`config.mk`:
```
export PLATFORM = sky130hd
export DESIGN_NAME = eebrw_host
export DESIGN_NICKNAME = d
export VERILOG_FILES = /design/src/inc/eebrw_pkg.sv /design/src/eebrw_host.sv /design/src/eebrw_sync.sv
export SDC_FILE = /design/constraint.sdc
export NUM_CORES = 1
export LEC_CHECK = 0
export BUFFER_PORTS_ARGS = -buffer_cell sky130_fd_sc_hd__clkbuf_2
export CORE_AREA = 2 2 110 112
export DETAILED_ROUTE_END_ITERATION = 12
export DIE_AREA = 0 0 112 114
export GPL_TIMING_DRIVEN = 1
export PLACE_DENSITY = 0.75
export SYNTH_ARGS = -nofsm -noshare
export SYNTH_HDL_FRONTEND = slang
export SYNTH_SLANG_ARGS = --single-unit
```
`constraint.sdc`:
```
create_clock -name clk -period 3.8 [get_ports clk]
set_input_delay 0.76 -clock clk [delete_from_list [all_inputs] [get_ports clk]]
set_output_delay 0.76 -clock clk [all_outputs]
set_load 0.02 [all_outputs]
```
`src/inc/eebrw_pkg.sv`:
```
package eebrw_pkg;
	// array shape: 4k x 8 covers the 2k part too
	localparam int ADDR_W = 12;
	localparam int DATA_W = 8;
	localparam int POLL_BIT = 7;
	// clock and pin timing
	localparam int CLK_PERIOD_NS = 10;
	localparam int SETUP_NS = 100;
	localparam int SETUP_CYC = (SETUP_NS + CLK_PERIOD_NS - 1) / CLK_PERIOD_NS;
	localparam int STROBE_NS = 1000;
	localparam int STROBE_CYC = (STROBE_NS + CLK_PERIOD_NS - 1) / CLK_PERIOD_NS;
	localparam int READ_NS = 100;
	localparam int READ_CYC = (READ_NS + CLK_PERIOD_NS - 1) / CLK_PERIOD_NS;
	localparam int RECOVER_NS = 10000;
	localparam int RECOVER_CYC = (RECOVER_NS + CLK_PERIOD_NS - 1) / CLK_PERIOD_NS;
	// internal_write_duration, 5 ms, polling gives up after twice that
	localparam int WRITE_DUR_US = 5000;
	localparam int POLL_LIMIT_CYC = 2 * WRITE_DUR_US * 1000 / CLK_PERIOD_NS;
	localparam int CNT_W = 24;
	// command codes
	localparam logic [1:0] CMD_READ = 2'h0;
	localparam logic [1:0] CMD_WRITE = 2'h1;
	localparam logic [1:0] CMD_ERASE = 2'h2;

	typedef struct packed {
		logic [1:0] op;
		logic [ADDR_W-1:0] addr;
		logic [DATA_W-1:0] data;
	} eebrw_req_t;

	typedef struct packed {
		logic [DATA_W-1:0] data;
		logic timeout;
	} eebrw_rsp_t;

	typedef enum logic [2:0] {
		ST_IDLE = 3'b000,
		ST_SETUP = 3'b001,
		ST_STROBE = 3'b010,
		ST_READ = 3'b011,
		ST_RECOVER = 3'b100,
		ST_POLL = 3'b101,
		ST_HOLD = 3'b110
	} eebrw_state_t;
endpackage

```
`src/eebrw_host.sv`:
```
`timescale 1ns/10ps
// Contract
// - drive address first, then lower chip select once address is stable
// - keep write strobe high through every read
// - hold write strobe low only for the minimum pulse, then release
// - poll by reading and comparing bit seven with the written value
// - polling reads use ordinary read timing; address is don't care
// - whole-array erase: chip select high, strobe high, output drive at high voltage
module eebrw_host (
	input wire logic clk,
	input wire logic rst,
	// user command side
	input wire eebrw_pkg::eebrw_req_t req,
	input wire logic req_valid,
	output logic req_ready,
	output eebrw_pkg::eebrw_rsp_t rsp,
	output logic rsp_valid,
	// device pins
	output logic [eebrw_pkg::ADDR_W-1:0] mem_addr,
	output logic chip_sel_n,
	output logic out_drv_n,
	output logic wr_strobe_n,
	output logic erase_hv_en,
	input wire logic [eebrw_pkg::DATA_W-1:0] data_lines_i,
	output logic [eebrw_pkg::DATA_W-1:0] data_lines_o,
	output logic data_lines_oe
);
	// sequencer state and its timers; the poll budget runs across every retry
	eebrw_pkg::eebrw_state_t state_reg;
	logic [eebrw_pkg::CNT_W-1:0] cnt_reg;
	logic [eebrw_pkg::CNT_W-1:0] poll_cnt_reg;
	// request held for the whole transfer; bit seven kept for polling
	logic [1:0] op_reg;
	logic want_bit_reg;
	logic [eebrw_pkg::DATA_W-1:0] data_sync;

	// data pins come from another timing domain
	eebrw_sync #(.W(eebrw_pkg::DATA_W)) u_sync (
		.clk(clk),
		.rst(rst),
		.d(data_lines_i),
		.q(data_sync)
	);

	// phase timer expiry; every wait below is a count down to zero
	wire logic cnt_done = (cnt_reg == '0);

	// sequencer driving the pins
	always_ff @(posedge clk or posedge rst) begin
		if (rst) begin
			state_reg <= eebrw_pkg::ST_IDLE;
			cnt_reg <= '0;
			poll_cnt_reg <= '0;
			op_reg <= eebrw_pkg::CMD_READ;
			want_bit_reg <= 1'b0;
			// user side: not ready until the first idle cycle
			req_ready <= 1'b0;
			rsp <= '0;
			rsp_valid <= 1'b0;
			// pins at rest: deselected, no strobe, no high voltage, bus released
			mem_addr <= '0;
			chip_sel_n <= 1'b1;
			out_drv_n <= 1'b1;
			wr_strobe_n <= 1'b1;
			erase_hv_en <= 1'b0;
			data_lines_o <= '0;
			data_lines_oe <= 1'b0;
		end else begin
			rsp_valid <= 1'b0;
			unique case (state_reg)
				eebrw_pkg::ST_IDLE: begin
					// idle is standby: chip deselected, bus floating
					chip_sel_n <= 1'b1;
					out_drv_n <= 1'b1;
					wr_strobe_n <= 1'b1;
					data_lines_oe <= 1'b0;
					req_ready <= 1'b1;
					if (req_valid && req_ready) begin
						req_ready <= 1'b0;
						op_reg <= req.op;
						mem_addr <= req.addr; // address goes out alone first
						data_lines_o <= req.data;
						// bit seven of the write data is what a finished poll must show
						want_bit_reg <= req.data[eebrw_pkg::POLL_BIT];
						cnt_reg <= eebrw_pkg::CNT_W'(eebrw_pkg::SETUP_CYC);
						state_reg <= eebrw_pkg::ST_SETUP;
					end
				end
				eebrw_pkg::ST_SETUP: begin
					if (cnt_done) begin
						unique case (op_reg)
							eebrw_pkg::CMD_WRITE: begin
								// write combination only: select low, drive high
								chip_sel_n <= 1'b0;
								out_drv_n <= 1'b1;
								wr_strobe_n <= 1'b0;
								data_lines_oe <= 1'b1;
								cnt_reg <= eebrw_pkg::CNT_W'(eebrw_pkg::STROBE_CYC);
								state_reg <= eebrw_pkg::ST_STROBE;
							end
							eebrw_pkg::CMD_ERASE: begin
								// select and strobe stay high, drive pin at high voltage
								erase_hv_en <= 1'b1;
								cnt_reg <= eebrw_pkg::CNT_W'(eebrw_pkg::RECOVER_CYC);
								state_reg <= eebrw_pkg::ST_HOLD;
							end
							default: begin
								// read: strobe held high throughout
								chip_sel_n <= 1'b0;
								out_drv_n <= 1'b0;
								wr_strobe_n <= 1'b1;
								cnt_reg <= eebrw_pkg::CNT_W'(eebrw_pkg::READ_CYC);
								state_reg <= eebrw_pkg::ST_READ;
							end
						endcase
					end else begin
						// address settles on the pins before select falls
						cnt_reg <= cnt_reg - 1'b1;
					end
				end
				eebrw_pkg::ST_STROBE: begin
					// data stays on the bus until after the strobe has risen
					if (cnt_done) begin
						// short pulse; device times the rest itself
						wr_strobe_n <= 1'b1;
						cnt_reg <= eebrw_pkg::CNT_W'(eebrw_pkg::RECOVER_CYC);
						poll_cnt_reg <= eebrw_pkg::CNT_W'(eebrw_pkg::POLL_LIMIT_CYC);
						state_reg <= eebrw_pkg::ST_RECOVER;
					end else begin
						cnt_reg <= cnt_reg - 1'b1;
					end
				end
				eebrw_pkg::ST_RECOVER: begin
					// release bus, then open a polling read
					chip_sel_n <= 1'b1;
					data_lines_oe <= 1'b0;
					if (poll_cnt_reg != '0) begin
						poll_cnt_reg <= poll_cnt_reg - 1'b1;
					end
					if (cnt_done) begin
						// address is left as written; polling ignores it anyway
						chip_sel_n <= 1'b0;
						out_drv_n <= 1'b0;
						cnt_reg <= eebrw_pkg::CNT_W'(eebrw_pkg::READ_CYC);
						state_reg <= eebrw_pkg::ST_POLL;
					end else begin
						cnt_reg <= cnt_reg - 1'b1;
					end
				end
				eebrw_pkg::ST_POLL: begin
					// the budget keeps running through the read itself
					if (poll_cnt_reg != '0) begin
						poll_cnt_reg <= poll_cnt_reg - 1'b1;
					end
					if (cnt_done) begin
						// done when bit seven matches what was written or the poll budget has run out
						if (data_sync[eebrw_pkg::POLL_BIT] == want_bit_reg
								|| poll_cnt_reg == '0) begin
							rsp.data <= data_sync;
							rsp.timeout <= (poll_cnt_reg == '0);
							rsp_valid <= 1'b1;
							chip_sel_n <= 1'b1;
							out_drv_n <= 1'b1;
							state_reg <= eebrw_pkg::ST_IDLE;
						end else begin
							// still inverted: drop select and read again
							chip_sel_n <= 1'b1;
							out_drv_n <= 1'b1;
							cnt_reg <= eebrw_pkg::CNT_W'(eebrw_pkg::SETUP_CYC);
							state_reg <= eebrw_pkg::ST_RECOVER;
						end
					end else begin
						cnt_reg <= cnt_reg - 1'b1;
					end
				end
				eebrw_pkg::ST_READ: begin
					// wait is READ_CYC, the access time alone, with no cycles added for synchroniser latency
					if (cnt_done) begin
						rsp.data <= data_sync;
						rsp.timeout <= 1'b0;
						rsp_valid <= 1'b1;
						chip_sel_n <= 1'b1;
						out_drv_n <= 1'b1;
						state_reg <= eebrw_pkg::ST_IDLE;
					end else begin
						cnt_reg <= cnt_reg - 1'b1;
					end
				end
				eebrw_pkg::ST_HOLD: begin
					// high-voltage erase pulse, held by a plain count
					if (cnt_done) begin
						// no completion status exists for erase, so report at once
						erase_hv_en <= 1'b0;
						rsp.data <= '0;
						rsp.timeout <= 1'b0;
						rsp_valid <= 1'b1;
						state_reg <= eebrw_pkg::ST_IDLE;
					end else begin
						cnt_reg <= cnt_reg - 1'b1;
					end
				end
				default: begin
					// illegal state code: back to standby
					state_reg <= eebrw_pkg::ST_IDLE;
				end
			endcase
		end
	end
endmodule

```
`src/eebrw_sync.sv`:
```
`timescale 1ns/10ps
// three-stage input synchroniser; a change counts once stages two and three agree
module eebrw_sync #(
	parameter int W = 8
) (
	input wire logic clk,
	input wire logic rst,
	input wire logic [W-1:0] d,
	output logic [W-1:0] q
);
	logic [W-1:0] s1_reg;
	logic [W-1:0] s2_reg;
	logic [W-1:0] s3_reg;

	// stage one feeds stage two only
	always_ff @(posedge clk or posedge rst) begin
		if (rst) begin
			s1_reg <= '0;
			s2_reg <= '0;
			s3_reg <= '0;
			q <= '0;
		end else begin
			s1_reg <= d;
			s2_reg <= s1_reg;
			s3_reg <= s2_reg;
			if (s2_reg == s3_reg) begin
				q <= s3_reg;
			end
		end
	end
endmodule
```
==> results of run 1 <==
[worst max path at each step]
stage	startpoint	end	slack [ns]	cells after the start
3_5_place_dp	cnt_reg[14]	cnt_reg[4]	0.70	7
6_report	cnt_reg[14]	cnt_reg[4]	0.61	7
4_1_cts	cnt_reg[14]	cnt_reg[4]	0.68	7
2_1_floorplan	poll_cnt_reg[0]	rsp[0]	1.27	9
3_3_place_gp	cnt_reg[14]	poll_cnt_reg[19]	0.89	6
5_1_grt	cnt_reg[14]	cnt_reg[4]	0.41	7
[cell families after synthesis]
kind of cell    after synthesis  synth area share, %
buf+inv                      64                 4.20
xor+xnor                     19                 2.78
compound gates              136                 16.4
fa+ha+maj                     8                 1.63
flops                       121                 50.6
mux                          41                 7.53
simple gates                192                 16.9
[final cells by class]
cell class,count,area [um^2],share of cell area [%]
Multi-Input combinational cell,396,2710,38.4
Tap cell,147,184,2.60
Timing Repair Buffer,82,458,6.48
Sequential cell,121,3030,42.9
Clock inverter,14,113,1.59
Inverter,35,135,1.91
Clock buffer,18,429,6.08
[power breakdown]
part | internal (mW) | switching (mW) | total (mW) | leakage, nW
Combinational | 0.0301 | 0.0392 | 0.0693 | 1.50
Clock | 0.846 | 0.622 | 1.47 | 0.263
Sequential | 1.31 | 0.0150 | 1.33 | 1.56
[worst register-to-register path, stage by stage, from the launching register on]
cell,delay (ns)
dfrtp_1,0.46
nor4_1,0.42
nand3b_1,0.47
nor2_2,0.67
and4_1,0.55
buf_4,0.26
a211oi_1,0.06
o22ai_1,0.21
[routing by layer]
metal | up-vias | share of wire (%)
met2 | 227 | 48
met4 | 0 | 2.4
met5 | - | 0
met3 | 30 | 7.1
li1 | 2295 | -
met1 | 2381 | 42
[through the flow]
stage	instances	worst slack (ns)
2_1_floorplan	581	1.27
3_3_place_gp	781	0.889
3_5_place_dp	781	0.700
4_1_cts	813	0.677
5_1_grt	813	0.407
6_report	813	0.610
[layout by cell type (no fill, tap or decap), types with 10 or more instances in the layout]
master,count
o21ai_1,15
inv_1,32
nor3_1,23
mux2_2,30
clkbuf_2,68
nand2_1,54
clkbuf_16,17
buf_4,13
a211oi_1,17
nor4_1,16
a21oi_1,16
nand3_1,12
o22ai_1,10
nor2_1,37
xor2_1,16
dfrtp_1,118
==> results.cfg, run 1 <==
[timing]
final.period_utilization_pct = 84.0
hold_viol_final = 0
fmax_mhz = 313
worst_slack_on_hold_paths_ns = 0.347
finalClockSkew_ns = 0.00634
tns_ns = 0
timing_max_transition_violations_final = 0
report.final.setup_viol = 0
tmin_final_ns = 3.19
tightestPinTransition_ns = 1.08
max_slew_margin_pct = 27.8
unrepaired_setup_endpoints_after_global_routing = no

[floorplan]
placementRows = 40
core-area_um2 = 11700
starting_density_of_the_core_pct = 51.2
die_width_um = 112
io_pins = 69
overall_die_height_um = 114
die-area_um2 = 12800

[synthesis]
postSynth.asyncResetShare_pct = 100
synthDominantCellAreaShare_pct = 49.3
netlist_area_um2 = 5990
syn-num-nets = 621
synth_seq_area_share_pct = 50.6
number_of_flops_mapped_to_enable_cells_by_yosys = 0
synthesis.area_per_instance_um2 = 10.3
synth-seq-cells = 121
post-synth-top-count-cell = dfrtp_1
syn_inst = 581
post_synth_main_area_contributors = dfrtp_1 49%, mux2_2 5.6%, nand2_1 3.4%
library_cell_occupying_the_most_area_in_the_post_synthesis_netlist = dfrtp_1
ys.warnings.count = 0
netlist-cell-type-count = 71
synth_ff_type = dfrtp_1
ys_top_cells_by_count = 118 x dfrtp_1, 54 x nand2_1, 37 x nor2_1

[worst_setup_path]
worstReg2RegStart = cnt_reg[14]
crit_path_cells = nor4_1, nand3b_1, nor2_2, and4_1, buf_4, a211oi_1, o22ai_1
cp-start-kind = flip-flop
timing.critical_path.required_ns = 4.11
crit-reg2reg-capture = cnt_reg[4]
worstSetupPathType = flip-flop to flip-flop
worstSetupEndpointType = flip-flop
reg2reg_slack_ns = 0.61
worst_path_dominant_cell_family = simple AND/OR/NAND/NOR gates
ff2ff_path_depth = 7
critPathBufInv = 1
worstPathMaxFanout = 17
critical_path.max_stage_delay_ns = 0.66
critical_path.slowest_cell = nor2_2
critical_path_arrival_ns = 3.50

[routing]
drt_pass_1_iters = 5
vias_post_dr = 4933
initialDrtViolationCount = 548
drtAntennaViolNets = 0
route.detailed.wl_per_inst_um = 16.8
vias_per_cell = 6.07
drt_drc_violations_left = 0
route.final.wire_length_um = 13600

[cells_and_area]
antenna_cells_inserted = 0
final_net_count = 693
fin_util_pct = 60.3
stdcell_area_um2 = 7060
fill_cells = 947
layout-drive-gt1-share_pct = 23.7
area_delta_synth_final_pct = 17.8

[cts]
cts_buffer_depth = 2
clkSlewWorstSetupHoldPaths_ns = 0.06
ctsResizeCount = 0
cts.sinks = 121
htree_num_levels = 4
clock_insertion_delay_worst_skew_ns = 0.41
cts_inserted_buffers = 17
clock_tree_from_tritoncts = yes
hold_buffers = 0
post_cts_buffers = 0
clock_tree.root_cell = clkbuf_16

[job]
cap_violations = 0

[global_routing]
vias_in_the_first_global_route = 4837
met2_track_demand_over_resource_pct = 36.9
gr-usage-all-layers_pct = 22.8
wire_length_of_the_first_global_routing_pass_um = 23500
gr-total-overflow = 0
busiest_layer = met2
antenna_found_initial = 0
grtUsageMet1_pct = 29.7
grt_start_max_net_pins = 90
global_routing_usage_on_met3_pct = 5.69

[power]
p_leak_nw = 3.32
powerDensity_nw_per_um2 = 406
irDropWorstVdd_mv = 0.312
p_total_mw = 2.87

[worst_hold_path]
whs_path_depth = 0
holdPathEnd = u_sync.s2_reg[5]
worstHoldStart = u_sync.s1_reg[5]
worst_hold_path_type = flip-flop to flip-flop

[placed_design]
dpl_cell_area_um2 = 6520
dp.final_hpwl_um = 9430
routabilityCongestion = 0.894
portBuffers = 68

[status]
run_status = finished clean
(Power assumes the default switching activity.)
==> run 2: changes to the inputs <==
- clock period: 3.8 -> 2.9 ns (I/O delays scaled with it)
==> run 2 against run 1 <==
First-iteration DRC count down 22%. Hold slack worse by 0.081 ns. Sequential power up 31%. Non-clock buffer count up 25. Register-to-register slack worse by 0.43 ns. Clock power up 40%. Combinational power up 34%. Maximum frequency up 17%. Via count up 3.7%. Critical endpoint is now cnt_reg[7]. Largest cell class unchanged.
==> results.cfg, run 2 (synthesis results as in run 1) <==
[status]
run_status = finished clean

[worst_setup_path]
worstSetupPathType = flip-flop to flip-flop
cp-start-kind = flip-flop
ff2ff_path_depth = 8
reg2reg_slack_ns = 0.18
worstPathMaxFanout = 11
worstSetupEndpointType = flip-flop
worstReg2RegStart = cnt_reg[13]
timing.critical_path.required_ns = 3.17
crit-reg2reg-capture = cnt_reg[7]
critical_path_arrival_ns = 2.98

[placed_design]
dp.final_hpwl_um = 9970
portBuffers = 68
pre_cts_ws_ns = -0.0597
routabilityCongestion = 0.912

[timing]
final.setup.worst_slack_ns = 0.184
fmax_mhz = 368
finalClockSkew_ns = 0.0139
report.final.setup_viol = 0
max_slew_margin_pct = 48.2
timing_max_transition_violations_final = 0
final.period_utilization_pct = 93.7
hold_viol_final = 0
tmin_final_ns = 2.72
tightestPinTransition_ns = 0.776
unrepaired_setup_endpoints_after_global_routing = no

[cts]
clock_insertion_delay_worst_skew_ns = 0.41
clkSlewWorstSetupHoldPaths_ns = 0.06
cts_inserted_buffers = 17
clock_tree_from_tritoncts = yes
cts_buffer_depth = 2
cts.sinks = 121
htree_num_levels = 4
clock_tree.root_cell = clkbuf_16
hold_buffers = 0

[power]
p_leak_nw = 3.49
powerDensity_nw_per_um2 = 531
irDropWorstVdd_mv = 0.479

[cells_and_area]
fin_util_pct = 62.7
layout-drive-gt1-share_pct = 27.4
most-common-layout-cells = 118 x dfrtp_1, 68 x clkbuf_2, 54 x nand2_1
antenna_cells_inserted = 0
layout.cells.most_common = dfrtp_1
fill_cells = 914
final_net_count = 718
area_delta_synth_final_pct = 22.4

[floorplan]
die-area_um2 = 12800
die_width_um = 112
io_pins = 69
starting_density_of_the_core_pct = 51.2
overall_die_height_um = 114
core-area_um2 = 11700
placementRows = 40

[routing]
drtAntennaViolNets = 0
vias_post_dr = 5117
drt_pass_1_iters = 5
initialDrtViolationCount = 425
vias_per_cell = 6.11
route.detailed.wl_per_inst_um = 17.4
drt_drc_violations_left = 0
route.final.wire_length_um = 14600

[worst_hold_path]
worst_hold_path_type = primary input to flip-flop
worstHoldStart = data_lines_i[4]
whs_path_depth = 1
holdPathEnd = u_sync.s1_reg[4]

[global_routing]
antenna_found_initial = 0
gr-usage-all-layers_pct = 23.9
vias_in_the_first_global_route = 5161
wire_length_of_the_first_global_routing_pass_um = 24600
grt_start_max_net_pins = 122
gr-total-overflow = 0

[job]
cap_violations = 0
==> run 2: cell count changes in the layout (fill, tap and decap cells not counted), sizes merged <==
cell / previous run / this run
inv: 39 / 43
buf: 14 / 39
clkinv: 7 / 6
clkbuf: 86 / 85
clkinvlp: 3 / 1
==> run 2: routing by layer <==
metal	part of all wire, %	GRT usage [%]
met1	41	29.7
met2	50	40.4
met3	6.5	5.90
met4	2.2	9.59
met5	0	0
==> run 2: layout make-up <==
class | instances | area (um^2) | share of cell area (%)
Sequential cell | 121 | 3030 | 41.3
Multi-Input combinational cell | 396 | 2740 | 37.3
Timing Repair Buffer | 107 | 658 | 8.97
Clock buffer | 17 | 425 | 5.80
Tap cell | 147 | 184 | 2.51
Clock inverter | 15 | 169 | 2.30
Inverter | 35 | 135 | 1.84
==> run 2: critical path, stage by stage (launching register included) <==
cell	delay [ns]
dfrtp_1	0.40
nor4_2	0.43
nand4_1	0.27
buf_4	0.24
nor2_2	0.34
buf_4	0.23
nor3_1	0.06
nor4_1	0.45
o22ai_1	0.16
==> run 2: repair_timing <==
item | in CTS | in global routing
buffers inserted | 0 | 0
endpoints found under the setup margin | 7 | 18
pin swaps | 0 | 0
gates resized for setup | 1 | 4
==> run 2: worst max-delay path by stage <==
stage                                from                to  slack [ns]  cells after the start
after floorplan           poll_cnt_reg[0]            rsp[0]        0.37                      9
after global placement         cnt_reg[1]       cnt_reg[18]         0.1                      8
after detailed placement       cnt_reg[1]       cnt_reg[18]       -0.06                      8
after CTS                 poll_cnt_reg[0]  poll_cnt_reg[19]         0.1                      9
after global routing           cnt_reg[1]   poll_cnt_reg[5]        0.03                      9
final                         cnt_reg[13]        cnt_reg[7]        0.18                      8
==> run 2: metrics by stage <==
step | area, um^2 | setup TNS (ns) | cells | hold slack, ns | total power, mW
after floorplan | 6000 | 0 | 581 | 0.331 | 1.82
after global placement | 6720 | 0 | 806 | 0.332 | 1.86
after detailed placement | 6720 | -0.210 | 806 | 0.335 | 1.87
after CTS | 7320 | 0 | 838 | 0.255 | 3.93
after global routing | 7340 | 0 | 838 | 0.250 | 4.03
final | 7340 | 0 | 838 | 0.266 | 3.90
==> run 2: power breakdown <==
group	internal (mW)	total, mW	switching, mW
logic	0.0396	0.0929	0.0533
clock network	1.16	2.06	0.901
registers	1.72	1.74	0.0193
total	2.92	3.90	0.973
